**src/shared/buckboost_pkg.sv**
```systemverilog
// Constants, register layouts and codes for the buck-boost control register bank.
// Assumes a 250 MHz register clock and 8-bit registers, one per 32-bit bus word.
// Function
// (RQ1) Read-only slot code selects boot-time enable
// (RQ2) Enable source acts only in slot 111
// (RQ3) Upward ramp steps one code every 20us
// (RQ4) Buck-only bit restricts converter mode
// (RQ5) Passive discharge on hard reset or disable
// (RQ6) Slow edge bit triples switch edge times
// (RQ7) Active discharge on hard reset or disable
// (RQ8) Level code is 2.5V plus 50mV steps
// (RQ9) Extra peak current adds 25mA per code
// (RQ10) Nominal peak current in 25mA steps
// (RQ11) Adaptive-off fixes peak, zero valley
// (RQ12) Pretrigger bit selects fast quiescent mode
// (RQ13) Zero-cross comparator off when bit set
// (RQ14) Half switch size bit halves power switch
// (RQ15) Two-bit switching frequency threshold select
// (RQ16) Fast mode may follow control pin 1
// (RQ17) DVS select picks controlling pin pair
// (RQ18) Serial DVS mode carries voltage over pins
// (RQ19) Serial mode: pin0 select, pin1 clock, pin2 data
// (RQ20) Enable is OR of selected pins
// (RQ21) Pin pair levels pick alternate setting
// (RQ22) Readback holds last serial voltage code
// (RQ23) Without DVS regulate to main code
package buckboost_pkg;

  localparam int CLK_PERIOD_NS = 4;
  localparam int RAMP_STEP_NS = 20000;
  localparam int RAMP_CYCLES = (RAMP_STEP_NS + CLK_PERIOD_NS - 1) / CLK_PERIOD_NS;
  localparam int RAMP_CNT_W = 16;
  localparam int CODE_W = 6;

  localparam logic [5:0] IDX_ENABLE_CONFIG = 6'h31;
  localparam logic [5:0] IDX_VOLTAGE = 6'h32;
  localparam logic [5:0] IDX_PEAK = 6'h33;
  localparam logic [5:0] IDX_TUNING = 6'h34;
  localparam logic [5:0] IDX_DVS = 6'h35;
  localparam logic [5:0] IDX_ALT0 = 6'h36;
  localparam logic [5:0] IDX_READBACK = 6'h3a;

  localparam logic [7:0] ENABLE_CONFIG_RESET = 8'h01;
  localparam logic [7:0] ENABLE_CONFIG_WMASK = 8'h1f;
  localparam logic [7:0] VOLTAGE_RESET = 8'h14;
  localparam logic [7:0] PEAK_RESET = 8'h00;
  localparam logic [7:0] TUNING_RESET = 8'h00;
  localparam logic [7:0] TUNING_WMASK = 8'hf3;
  localparam logic [7:0] DVS_RESET = 8'h00;
  localparam logic [5:0] ALT_RESET = 6'h00;

  localparam logic [2:0] SLOT_OFF = 3'h0;
  localparam logic [2:0] SLOT_AT_0 = 3'h2;
  localparam logic [2:0] SLOT_AT_25 = 3'h3;
  localparam logic [2:0] SLOT_AT_50 = 3'h4;
  localparam logic [2:0] SLOT_SOFT = 3'h7;

  localparam logic [1:0] SRC_OFF = 2'h0;
  localparam logic [1:0] SRC_ON = 2'h1;
  localparam logic [1:0] SRC_PINS = 2'h2;

  localparam logic [2:0] BOOT_AT_0 = 3'h1;
  localparam logic [2:0] BOOT_AT_25 = 3'h2;
  localparam logic [2:0] BOOT_AT_50 = 3'h3;
  localparam logic [2:0] BOOT_DONE = 3'h4;

  localparam logic [2:0] DVS_OFF = 3'h0;
  localparam logic [2:0] DVS_PAIR_LAST = 3'h6;
  localparam logic [2:0] DVS_SERIAL = 3'h7;

  typedef enum logic [1:0] {
    BUS_IDLE = 2'b01,
    BUS_DONE = 2'b10
  } bus_state_e;

  typedef struct packed {
    logic [2:0] slot;
    logic [1:0] source;
    logic ramp_on;
    logic buck_only;
    logic passive_on;
  } enable_config_s;

  typedef struct packed {
    logic slow_edge;
    logic active_on;
    logic [5:0] code;
  } voltage_setting_s;

  typedef struct packed {
    logic [3:0] extra;
    logic [3:0] nominal;
  } peak_current_s;

  typedef struct packed {
    logic adaptive_off;
    logic fast;
    logic zero_cross_off;
    logic half_switch;
    logic [1:0] unused;
    logic [1:0] hf_threshold;
  } tuning_s;

  typedef struct packed {
    logic fast_from_pin;
    logic [2:0] dvs_sel;
    logic [3:0] pin_sel;
  } dvs_control_s;

  typedef struct packed {
    logic regulator_enable;
    logic buck_only;
    logic passive_discharge;
    logic active_discharge;
    logic slow_edge;
    logic [5:0] level_code;
    logic [3:0] peak_nominal;
    logic [3:0] peak_extra;
    logic adaptive_peak_off;
    logic fast_mode;
    logic zero_cross_off;
    logic half_switch;
    logic [1:0] hf_threshold;
  } regulator_ctrl_s;

  function automatic logic [7:0] byte_addr(input logic [5:0] idx);
    return {idx, 2'b00};
  endfunction

endpackage

```
**src/rtl/serial_dvs_receiver.sv**
```systemverilog
// Serial voltage receiver on the control pins: select low frames, clock rising samples.
// Assumes the pins are already synchronous to i_mclk and sclk is far slower than it.
module serial_dvs_receiver #(
  parameter int CODE_W = buckboost_pkg::CODE_W
) (
  input wire logic i_mclk,
  input wire logic i_rst,
  input wire logic i_enable,
  input wire logic i_cs_n,
  input wire logic i_sclk,
  input wire logic i_din,
  output logic [CODE_W-1:0] o_code
);

  if (CODE_W < 2 || CODE_W > 15) begin : g_bad_width
    $error("CODE_W out of range");
  end

  logic sclk_q_reg;
  logic cs_n_q_reg;
  logic [CODE_W-1:0] shift_reg;
  logic [3:0] count_reg;
  logic [CODE_W-1:0] code_reg;
  wire logic sclk_rise = i_sclk && !sclk_q_reg;
  wire logic cs_rise = i_cs_n && !cs_n_q_reg;
  wire logic frame_ok = count_reg >= 4'(CODE_W);

  // The last CODE_W bits before select rises form the code, MSB first.
  always_ff @(posedge i_mclk) begin
    if (i_rst) begin
      sclk_q_reg <= 1'b0;
      cs_n_q_reg <= 1'b1;
      shift_reg <= '0;
      count_reg <= 4'h0;
      code_reg <= '0;
    end else begin
      sclk_q_reg <= i_sclk;
      cs_n_q_reg <= i_cs_n;
      if (!i_enable) begin
        count_reg <= 4'h0;
      end else if (!i_cs_n && sclk_rise) begin // RQ19
        shift_reg <= {shift_reg[CODE_W-2:0], i_din};
        count_reg <= (count_reg == 4'hf) ? count_reg : count_reg + 4'h1;
      end else if (cs_rise) begin
        count_reg <= 4'h0;
        if (frame_ok) begin
          code_reg <= shift_reg; // RQ22
        end
      end
    end
  end

  assign o_code = code_reg;
endmodule // serial_dvs_receiver

```
**src/rtl/buckboost_control_regs.sv**
```systemverilog
// Buck-boost control register bank with an Avalon-MM slave, enable and voltage logic.
// Assumes strap, boot progress, hard reset and control pins are synchronous to i_mclk.
module buckboost_control_regs #(
  parameter int RAMP_CYCLES = buckboost_pkg::RAMP_CYCLES
) (
  input wire logic i_mclk,
  input wire logic i_rst,
  input wire logic [7:0] i_avs_address,
  input wire logic i_avs_read,
  input wire logic i_avs_write,
  input wire logic [31:0] i_avs_writedata,
  input wire logic [3:0] i_avs_byteenable,
  output logic [31:0] o_avs_readdata,
  output logic o_avs_waitrequest,
  input wire logic [2:0] i_slot_strap,
  input wire logic [2:0] i_boot_progress,
  input wire logic i_hard_reset,
  input wire logic [3:0] i_control_pins,
  output buckboost_pkg::regulator_ctrl_s o_ctrl
);

  localparam int CNT_W = buckboost_pkg::RAMP_CNT_W;

  if (RAMP_CYCLES < 1 || RAMP_CYCLES >= 2 ** CNT_W) begin : g_bad_ramp
    $error("RAMP_CYCLES out of range");
  end

  buckboost_pkg::bus_state_e bus_state_reg;
  buckboost_pkg::enable_config_s en_cfg_reg;
  buckboost_pkg::voltage_setting_s vset_reg;
  buckboost_pkg::peak_current_s peak_reg;
  buckboost_pkg::tuning_s tune_reg;
  buckboost_pkg::dvs_control_s dvs_reg;
  buckboost_pkg::regulator_ctrl_s ctrl_reg;
  buckboost_pkg::regulator_ctrl_s ctrl_next;
  logic [5:0] alt_reg [4];
  logic [5:0] level_reg;
  logic [CNT_W-1:0] ramp_cnt_reg;
  logic [31:0] readdata_reg;
  logic [5:0] rx_code;

  // Bus slave: every access is answered with waitrequest low one cycle after it appears.
  wire logic bus_req = i_avs_read || i_avs_write;
  wire logic bus_done = bus_state_reg == buckboost_pkg::BUS_DONE;
  wire logic wr_fire = bus_done && i_avs_write && i_avs_byteenable[0];
  wire logic [7:0] wdata = i_avs_writedata[7:0];

  wire logic sel_en_cfg =
    i_avs_address == buckboost_pkg::byte_addr(buckboost_pkg::IDX_ENABLE_CONFIG);
  wire logic sel_vset = i_avs_address == buckboost_pkg::byte_addr(buckboost_pkg::IDX_VOLTAGE);
  wire logic sel_peak = i_avs_address == buckboost_pkg::byte_addr(buckboost_pkg::IDX_PEAK);
  wire logic sel_tune = i_avs_address == buckboost_pkg::byte_addr(buckboost_pkg::IDX_TUNING);
  wire logic sel_dvs = i_avs_address == buckboost_pkg::byte_addr(buckboost_pkg::IDX_DVS);
  wire logic sel_rdbk = i_avs_address == buckboost_pkg::byte_addr(buckboost_pkg::IDX_READBACK);
  wire logic [5:0] word_idx = i_avs_address[7:2];
  wire logic sel_alt = (i_avs_address[1:0] == 2'b00) && (word_idx >= buckboost_pkg::IDX_ALT0)
    && (word_idx < buckboost_pkg::IDX_ALT0 + 6'h04);
  wire logic [1:0] alt_wsel = i_avs_address[3:2] - buckboost_pkg::IDX_ALT0[1:0];

  // Unmapped addresses read as zero and ignore writes.
  wire logic [7:0] read_mux =
    sel_en_cfg ? en_cfg_reg :
    sel_vset ? vset_reg :
    sel_peak ? peak_reg :
    sel_tune ? (tune_reg & buckboost_pkg::TUNING_WMASK) :
    sel_dvs ? dvs_reg :
    sel_alt ? {2'b00, alt_reg[alt_wsel]} :
    sel_rdbk ? {2'b00, rx_code} : // RQ22
    8'h00;

  always_ff @(posedge i_mclk) begin
    if (i_rst) begin
      bus_state_reg <= buckboost_pkg::BUS_IDLE;
      readdata_reg <= 32'h0;
    end else begin
      unique case (bus_state_reg)
        buckboost_pkg::BUS_IDLE: begin
          if (bus_req) begin
            bus_state_reg <= buckboost_pkg::BUS_DONE;
            readdata_reg <= {24'h0, read_mux};
          end
        end
        buckboost_pkg::BUS_DONE: begin
          bus_state_reg <= buckboost_pkg::BUS_IDLE;
        end
        default: begin
          bus_state_reg <= buckboost_pkg::BUS_IDLE;
        end
      endcase
    end
  end

  assign o_avs_waitrequest = !bus_done;
  assign o_avs_readdata = readdata_reg;

  // The slot code is a strap caught while reset is held; software cannot change it.
  always_ff @(posedge i_mclk) begin
    if (i_rst) begin
      en_cfg_reg <= {i_slot_strap, buckboost_pkg::ENABLE_CONFIG_RESET[4:0]}; // RQ1
      vset_reg <= buckboost_pkg::VOLTAGE_RESET;
      peak_reg <= buckboost_pkg::PEAK_RESET;
      tune_reg <= buckboost_pkg::TUNING_RESET;
      dvs_reg <= buckboost_pkg::DVS_RESET;
    end else if (wr_fire) begin
      if (sel_en_cfg) begin
        en_cfg_reg <= (en_cfg_reg & ~buckboost_pkg::ENABLE_CONFIG_WMASK)
          | (wdata & buckboost_pkg::ENABLE_CONFIG_WMASK);
      end
      if (sel_vset) begin
        vset_reg <= wdata;
      end
      if (sel_peak) begin
        peak_reg <= wdata;
      end
      if (sel_tune) begin
        tune_reg <= wdata & buckboost_pkg::TUNING_WMASK;
      end
      if (sel_dvs) begin
        dvs_reg <= wdata;
      end
    end
  end

  always_ff @(posedge i_mclk) begin
    if (i_rst) begin
      for (int i = 0; i < 4; i++) begin
        alt_reg[i] <= buckboost_pkg::ALT_RESET;
      end
    end else if (wr_fire && sel_alt) begin
      alt_reg[alt_wsel] <= wdata[5:0];
    end
  end

  // Enable: boot slots follow boot progress, slot 111 hands over to the enable source.
  wire logic [2:0] slot = en_cfg_reg.slot;
  wire logic pin_or = |(i_control_pins & dvs_reg.pin_sel);
  wire logic boot_done = i_boot_progress >= buckboost_pkg::BOOT_DONE;
  wire logic slot_enable =
    (slot == buckboost_pkg::SLOT_AT_0 && i_boot_progress >= buckboost_pkg::BOOT_AT_0) ||
    (slot == buckboost_pkg::SLOT_AT_25 && i_boot_progress >= buckboost_pkg::BOOT_AT_25) ||
    (slot == buckboost_pkg::SLOT_AT_50 && i_boot_progress >= buckboost_pkg::BOOT_AT_50); // RQ1
  wire logic source_enable = (en_cfg_reg.source == buckboost_pkg::SRC_ON) ||
    (en_cfg_reg.source == buckboost_pkg::SRC_PINS && pin_or); // RQ2 RQ20
  wire logic soft_slot = slot == buckboost_pkg::SLOT_SOFT;
  wire logic reg_enable = slot_enable || (soft_slot && boot_done && source_enable);

  // Voltage target: main code, an alternate picked by a pin pair, or the serial code.
  function automatic logic [1:0] pair_levels(input logic [2:0] sel, input logic [3:0] p);
    unique case (sel)
      3'h1: return {p[0], p[1]};
      3'h2: return {p[0], p[2]};
      3'h3: return {p[0], p[3]};
      3'h4: return {p[1], p[2]};
      3'h5: return {p[1], p[3]};
      default: return {p[2], p[3]};
    endcase
  endfunction

  wire logic [2:0] dvs_sel = dvs_reg.dvs_sel;
  wire logic pair_mode = dvs_sel != buckboost_pkg::DVS_OFF
    && dvs_sel <= buckboost_pkg::DVS_PAIR_LAST; // RQ17
  wire logic serial_mode = dvs_sel == buckboost_pkg::DVS_SERIAL; // RQ18 RQ19
  wire logic [1:0] pair_idx = pair_levels(dvs_sel, i_control_pins); // RQ21
  wire logic [5:0] target_code = serial_mode ? rx_code :
    pair_mode ? alt_reg[pair_idx] : vset_reg.code; // RQ23

  serial_dvs_receiver #(
    .CODE_W(buckboost_pkg::CODE_W)
  ) u_serial_rx (
    .i_mclk(i_mclk),
    .i_rst(i_rst),
    .i_enable(serial_mode),
    .i_cs_n(i_control_pins[0]),
    .i_sclk(i_control_pins[1]),
    .i_din(i_control_pins[2]),
    .o_code(rx_code)
  );

  // Upward moves with ramping step one code per interval; all others apply at once.
  wire logic ramp_up = en_cfg_reg.ramp_on && (target_code > level_reg);
  wire logic ramp_due = ramp_cnt_reg == CNT_W'(RAMP_CYCLES - 1);

  always_ff @(posedge i_mclk) begin
    if (i_rst) begin
      level_reg <= buckboost_pkg::VOLTAGE_RESET[5:0];
      ramp_cnt_reg <= '0;
    end else if (ramp_up) begin
      if (ramp_due) begin
        level_reg <= level_reg + 6'h01; // RQ3
        ramp_cnt_reg <= '0;
      end else begin
        ramp_cnt_reg <= ramp_cnt_reg + CNT_W'(1);
      end
    end else begin
      level_reg <= target_code; // RQ3 RQ23
      ramp_cnt_reg <= '0;
    end
  end

  // Outputs to the analog core are registered.
  wire logic fast_now = dvs_reg.fast_from_pin ? i_control_pins[1] : tune_reg.fast; // RQ12 RQ16
  wire logic passive_now = i_hard_reset || (en_cfg_reg.passive_on && !reg_enable); // RQ5
  wire logic active_now = i_hard_reset || (vset_reg.active_on && !reg_enable); // RQ7

  assign ctrl_next = '{
    regulator_enable: reg_enable,
    buck_only: en_cfg_reg.buck_only, // RQ4
    passive_discharge: passive_now,
    active_discharge: active_now,
    slow_edge: vset_reg.slow_edge, // RQ6
    level_code: level_reg, // RQ8
    peak_nominal: peak_reg.nominal, // RQ10
    peak_extra: peak_reg.extra, // RQ9
    adaptive_peak_off: tune_reg.adaptive_off, // RQ11
    fast_mode: fast_now,
    zero_cross_off: tune_reg.zero_cross_off, // RQ13
    half_switch: tune_reg.half_switch, // RQ14
    hf_threshold: tune_reg.hf_threshold // RQ15
  };

  always_ff @(posedge i_mclk) begin
    if (i_rst) begin
      ctrl_reg <= '0;
    end else begin
      ctrl_reg <= ctrl_next;
    end
  end

  assign o_ctrl = ctrl_reg;
endmodule // buckboost_control_regs

```
**config.mk**
```make
export PLATFORM = sky130hd
export DESIGN_NAME = buckboost_control_regs
export DESIGN_NICKNAME = d
export VERILOG_FILES = /design/src/shared/buckboost_pkg.sv /design/src/rtl/serial_dvs_receiver.sv /design/src/rtl/buckboost_control_regs.sv
export SDC_FILE = /design/constraint.sdc
export NUM_CORES = 1
export LEC_CHECK = 0
export ABC_AREA = 0
export BUFFER_PORTS_ARGS = -buffer_cell sky130_fd_sc_hd__buf_4
export CAP_MARGIN = 20
export CORE_ASPECT_RATIO = 0.75
export CORE_MARGIN = 3
export CORE_UTILIZATION = 35
export DETAILED_ROUTE_END_ITERATION = 10
export PLACE_DENSITY = 0.64
export SETUP_SLACK_MARGIN = 0.15
export SLEW_MARGIN = 20
export SYNTH_ARGS = -nofsm -noshare
export SYNTH_HDL_FRONTEND = slang
export SYNTH_HIERARCHICAL = 1
export SYNTH_SLANG_ARGS = --single-unit
```
**constraint.sdc**
```tcl
create_clock -name i_mclk -period 4.4 [get_ports i_mclk]
set_clock_uncertainty 0.1 [all_clocks]
set_input_delay 0.22 -clock i_mclk [delete_from_list [all_inputs] [get_ports i_mclk]]
set_output_delay 0.22 -clock i_mclk [all_outputs]
set_load 0.03 [all_outputs]
```
# Word level (Yosys, flattened, before mapping)
# Memories as Yosys holds them, arrays and structs flattened.
# Cells that the tools add are included.
# W data, S select, Z words.
[op_classes]
addsub = 4
n_eq_ne = 24
magnitude_cmp = 9
bitwise = 6
muxes = 27
n_reduce_logical = 50
[op_table]
columns = ["op", "n"]
rows = [
  ["$mux W8", 8],
  ["$eq A8 B8 Y1 const B", 6],
  ["$mux W6", 7],
  ["$logic_and A1 B1 Y1", 18],
  ["$reduce_and A2 Y1", 9],
  ["$add A16 B1 Y16 const B", 1],
  ["$eq A16 B13 Y1 const B", 1],
  ["$eq A3 B3 Y1 const B", 5],
  ["$eq A3 B2 Y1 const B", 4],
  ["$mux W4", 3],
  ["$pmux W2 S5", 1],
  ["$or A8 B5 Y8", 1],
  ["$logic_or A1 B1 Y1", 7],
  ["$mux W1", 7],
  ["$add A6 B1 Y6 const B", 1],
  ["$ge A3 B2 Y1 const B", 2],
  ["$ge A6 B6 Y1 const B", 1],
  ["$gt A6 B6 Y1", 1],
  ["$lt A6 B6 Y1 const B", 1],
  ["$reduce_bool A2 Y1", 3],
  ["$reduce_or A6 Y1", 1],
  ["$logic_not A1 Y1", 5],
  ["$add A4 B1 Y4 const B", 1],
  ["$and A4 B4 Y4", 1],
  ["other kinds (19)", 25],
]
[word_totals]
mem_bits_rw = 24
elab_cells = 161
memories = 1
reg_bits = 113
input_bits = 59
[mem_list]
columns = ["name", "words", "width", "rd", "rd_clocked_by_memory_dff", "write_ports", "line", "rtl"]
rows = [
  ["alt_reg", 4, 6, 2, 0, 4, "buckboost_control_regs.sv:36", "logic [5:0] alt_reg [4];"],
]

# Depth between registers and ports, before layout
[depth]
ltp_word = 9
ltp_mapped = 15

# Modules after synthesis
# Netlist, hierarchy kept.
[modules_own_cells]
columns = ["mod", "seq_area_each_um2", "instances", "cells_per_inst", "area_per_inst_um2"]
rows = [
  ["buckboost_control_regs", 2652.5, 1, 645, 6117.1],
  ["serial_dvs_receiver", 360.3, 1, 81, 797.0],
]

# Worst setup path after synthesis
# No wires, ideal clock.
[synth_timing]
path_type = "reg-to-reg"
start = "reg dvs_reg (netlist bit dvs_sel[2])"
end = "reg level_reg[3]"
period_less_slack_ns = 3.138
n_path_buf = 2
required_ns = 4.181
arrival_ns = 2.920
setup_slack_ns = 1.262
stages_incl_launch_ff = 14
setup_time_ns = 0.119
path_cell_list = "dfxtp_1 -> buf_2 -> nor2b_1 -> o21ba_2 -> nor2_1 -> o211a_1 -> nand2_1 -> ha_1 -> a21o_1 -> a21o_1 -> o221ai_1 -> clkbuf_1 -> o211ai_1 -> o221a_2"
[synth_via]
elab_chain_len = 8
[synth_lines]
columns = ["item", "line", "rtl"]
rows = [
  ["start, declared", "buckboost_control_regs.sv:33", "buckboost_pkg::dvs_control_s dvs_reg;"],
  ["start signal, assigned", "buckboost_control_regs.sv:103", "dvs_reg <= buckboost_pkg::DVS_RESET;"],
  ["start signal, assigned", "buckboost_control_regs.sv:119", "dvs_reg <= wdata;"],
  ["$eq A3 B3 Y1, or another cell as far along", "buckboost_control_regs.sv:149", "unique case (sel)"],
  ["$pmux W2 S5", "buckboost_control_regs.sv:149", ""],
  ["$mem_v2 Z4 W6", "n/a", ""],
  ["$mux W6", "buckboost_control_regs.sv:165", "pair_mode ? alt_reg[pair_idx] : vset_reg.code;"],
  ["$mux W6 (*)", "buckboost_control_regs.sv:164", "wire logic [5:0] target_code = serial_mode ? rx_code :"],
  ["$gt A6 B6 Y1", "buckboost_control_regs.sv:180", "wire logic ramp_up = en_cfg_reg.ramp_on && (target_code > level_reg);"],
  ["$logic_and A1 B1 Y1", "buckboost_control_regs.sv:180", ""],
  ["$ne A2 B1 Y1 (no source line) or $mux W6 (tied branches)", "n/a", ""],
  ["end signal, assigned", "buckboost_control_regs.sv:185", "level_reg <= buckboost_pkg::VOLTAGE_RESET[5:0];"],
  ["end signal, assigned", "buckboost_control_regs.sv:189", "level_reg <= level_reg + 6'h01;"],
  ["end signal, assigned", "buckboost_control_regs.sv:195", "level_reg <= target_code;"],
  ["end, declared", "buckboost_control_regs.sv:37", "logic [5:0] level_reg;"],
]
# Mark *: on every way between the ends. The rest lies on a longest branch, timed or not.
# A chain may end at the register's enable or synchronous reset.

# Worst setup path after layout
[layout_timing]
start = "reg dvs_reg (netlist bit dvs_sel[2])"
end = "reg ramp_cnt_reg[8]"
[layout_via]
elab_chain_len = 9
[layout_lines]
columns = ["item", "line", "rtl"]
rows = [
  ["$eq A3 B3 Y1, or another cell as far along", "buckboost_control_regs.sv:149", ""],
  ["$pmux W2 S5", "buckboost_control_regs.sv:149", ""],
  ["$mem_v2 Z4 W6", "n/a", ""],
  ["$mux W6", "buckboost_control_regs.sv:165", ""],
  ["$mux W6 (*)", "buckboost_control_regs.sv:164", ""],
  ["$gt A6 B6 Y1 (*)", "buckboost_control_regs.sv:180", ""],
  ["$logic_and A1 B1 Y1 (*)", "buckboost_control_regs.sv:180", ""],
  ["$not A1 Y1 (no source line) (*)", "n/a", ""],
  ["$reduce_or A3 Y1 (no source line) (*)", "n/a", ""],
  ["end signal, assigned", "buckboost_control_regs.sv:192", "ramp_cnt_reg <= ramp_cnt_reg + CNT_W'(1);"],
  ["end, declared", "buckboost_control_regs.sv:38", "logic [CNT_W-1:0] ramp_cnt_reg;"],
]
# Marks and branches as above.

==> impl_metrics.env <==
export IMPL_status="complete, no violations"
export IMPL_antennaDiodeCount=0
export IMPL_slew_viol_final=0
export IMPL_initial_utilization_pct=36.5
export IMPL_die_height_um=128
export IMPL_cts_buffers=17
export IMPL_ioPinCount=117
export IMPL_final_hold_viol_count=0
export IMPL_syn_inst=726
export IMPL_largest_register_ffs=25
export IMPL_max_stage_delay_ps=750
export IMPL_clock_latency_ps=430
export IMPL_antenna_found_initial=0
export IMPL_ant_nets=0
export IMPL_synth_edf_count=27
export IMPL_synth_seq_cells=137
export IMPL_clock_sinks=137
export IMPL_first_iter_violations=702
export IMPL_die_area_um2=21500
export IMPL_drv_cap=0
export IMPL_seq_area_um2=3010
export IMPL_post_route_cells_drive_above_1_share_pct=16.6
export IMPL_r2r_end="ramp_cnt_reg[8]"
export IMPL_grtUsageTotal_pct=16.8
export IMPL_cts_max_level=4
export IMPL_routed_wl_um=18000
export IMPL_ctsResizeCount=0
export IMPL_ys_flop_type="dfxtp_1"
export IMPL_first_pass_iters=6
export IMPL_relSlewSlack_pct=39.4
export IMPL_cts_buffer_depth=2
export IMPL_synthDistinctLibCells=72
export IMPL_multi_input_area_um2=3520
export IMPL_power_leakage_nw=3.11
export IMPL_wl_per_cell_um=17.3
export IMPL_crit_fanout=16
export IMPL_rows=43
export IMPL_slowest_stage="o211ai_1"
export IMPL_hold_start="i_avs_writedata[1]"
export IMPL_max_freq_mhz=270
export IMPL_fin_setup_tns_ps=0
export IMPL_ys_warn_count=6
export IMPL_critPathLaunchType="register"
export IMPL_crit_path_end_kind="register"
export IMPL_reg2reg_from="dvs_sel[2]"
export IMPL_power_mw=2.89
export IMPL_synth_area_per_cell_um2=9.52
export IMPL_worstRegToRegCells=12
export IMPL_critPathLaunch="dvs_sel[2]"
export IMPL_required_ps=4590
export IMPL_dpl_hpwl_um=12600
export IMPL_netlist_area_um2=6910
export IMPL_period_share_pct=84.3
export IMPL_p_per_area_nw_per_um2=353
export IMPL_grt_pass1_vias=4864
export IMPL_grt_setup_unrepaired="false"
export IMPL_grt_overflow=0
export IMPL_vias=5518
export IMPL_cts_reportedPaths_clkPinSlew_ps=70
export IMPL_syn_to_final_growth_pct=18.4
export IMPL_ir_drop_uv=294
export IMPL_nets=853
export IMPL_worstPathArrival_ps=3900
export IMPL_grt_pass1_wl_um=28000
export IMPL_die_x_um=168
export IMPL_route_detailed_drc=0
export IMPL_cts_setup_buffers=0
export IMPL_viasPerCell=5.29
export IMPL_hold_class="primary input to register"
export IMPL_crit_type="register to register"
export IMPL_grt_max_degree=77
export IMPL_hold_end="vset_reg[1]"
export IMPL_fin_crit_ps=3710
export IMPL_place_congestion=0.860
export IMPL_portBuffers=65
export IMPL_cts_tree="built"
export IMPL_whs_path_depth=3
export IMPL_r2r_setup_slack_ps=690
export IMPL_hold_ws_ps=31.4
export IMPL_worst_slew_pin_slew_ps=905
export IMPL_timing_final_ws_setup_ps=689
export IMPL_synth_seq_area_share_pct=43.6
export IMPL_fillCellCount=1837
export IMPL_clockRootBuffer="clkbuf_16"
export IMPL_ys_async_sr_fraction_pct=0
export IMPL_core_um2=18900
export IMPL_cp_cell_sequence="xnor2_1 > o211ai_1 > nand2_1 > o211a_1 > nand2_1 > ha_1 > a21o_1 > a21o_1 > o221ai_1 > buf_4 > or3_1 > nor2_1"
export IMPL_setup_viol=0
export IMPL_pre_cts_ws_ps=719
==> cell usage in the layout, fill, tap and decap left out, drive strengths merged, types with 23 or more instances in the layout <==
master,synthesis,final
a21oi,26,26
and3,26,26
buf,41,74
conb,1,24
dfxtp,110,110
edfxtp,27,27
inv,21,29
mux2i,49,49
nand2,47,47
nand2b,25,25
nor2,73,73
nor2b,23,23
==> worst max path at each step <==
stage	end	cells past startpoint
3_5_place_dp	ramp_cnt_reg[8]	12
3_3_place_gp	ramp_cnt_reg[14]	12
5_1_grt	ramp_cnt_reg[7]	12
4_1_cts	ramp_cnt_reg[8]	12
2_1_floorplan	level_reg[3]	13
6_report	ramp_cnt_reg[8]	12
==> what timing repair did <==
| item | in CTS | in global routing |
|---|---|---|
| endpoints found under the hold margin | 24 | 0 |
| endpoints found under the setup margin | 0 | 0 |
| hold buffers | 14 | 0 |
==> cells in the mapped netlist (4+ instances only) <==
master / n / share of area (%)
o21ai_0: 8 / 0.58
a221oi_1: 5 / 0.63
or3_1: 8 / 0.72
o41ai_1: 4 / 0.51
a211oi_1: 4 / 0.43
o211ai_1: 13 / 1.4
ha_1: 10 / 1.8
a22oi_1: 15 / 1.6
nor2_1: 72 / 3.9
edfxtp_1: 27 / 12
and3_1: 26 / 2.4
and2_1: 11 / 1.0
inv_1: 21 / 1.1
a21o_1: 5 / 0.54
a222oi_1: 4 / 0.58
mux2i_1: 49 / 7.1
o211a_1: 5 / 0.72
a21oi_1: 26 / 1.9
a31oi_1: 4 / 0.36
dfxtp_1: 110 / 32
xnor2_1: 12 / 1.5
nand2b_1: 25 / 2.3
nand4_1: 14 / 1.3
nand3_1: 19 / 1.4
buf_2: 12 / 0.87
o22ai_1: 7 / 0.63
nor3_1: 4 / 0.29
xor2_1: 9 / 1.1
buf_4: 25 / 2.7
nand2_1: 47 / 2.6
mux4_2: 6 / 2.0
nand3b_1: 4 / 0.43
nor2b_1: 23 / 2.1
clkbuf_1: 31 / 1.7
==> layer usage <==
layer  track usage [%]  vias to the layer above  part of all wire (%)
met3              4.44                       24                   9.2
met1              27.1                     2590                    51
met2              20.7                      228                    38
li1                  -                     2676                     -
met4              5.63                        0                   1.7
met5                 0                        -                     0
==> cells by family (layout without fill, tap and decap cells) <==
family | Yosys count | after routing | share of synthesized area [%]
AOI/OAI and AO/OA | 127 | 127 | 13.5
xor gates and xnor gates | 21 | 21 | 2.66
adders and majority gates | 10 | 10 | 1.81
buffers and inverters | 94 | 142 | 6.79
DFF | 137 | 137 | 43.6
muxes | 57 | 57 | 9.37
other | 1 | 24 | 0.0542
and+or+nand+nor | 279 | 279 | 22.2
==> power by group <==
group          internal, mW  switching, mW  total (mW)
Clock                 0.759          0.612        1.37
Sequential             1.29         0.0113        1.31
Combinational        0.0725          0.144       0.216
Total                  2.13          0.767        2.89
==> worst max-delay path: cells and delay by family, from the launching register on <==
family / cells / cell delay (ps)
buf+inv: 1 / 210
flops: 1 / 620
compound gates: 5 / 1520
xor+xnor: 1 / 110
simple gates: 4 / 770
fa+ha+maj: 1 / 230
==> through the flow <==
| stage | instance area (µm²) | util (%) | std cells |
|---|---|---|---|
| 2_1_floorplan | 7000 | - | 749 |
| 3_3_place_gp | 7480 | 39.5 | 998 |
| 3_5_place_dp | 7480 | 39.5 | 998 |
| 4_1_cts | 8190 | 43.2 | 1044 |
| 5_1_grt | 8190 | 43.2 | 1044 |
| 6_report | 8190 | 43.2 | 1044 |
==> area by class of cell <==
cell class / instances / share of cell area, %
inverter: 22 / 1.01
tap: 247 / 3.77
sequential: 137 / 36.8
timing repair buffer: 88 / 8.50
clock inverter: 14 / 1.59
multi-input combinational: 518 / 43.0
clock buffer: 18 / 5.36
(Power assumes the default switching activity.)
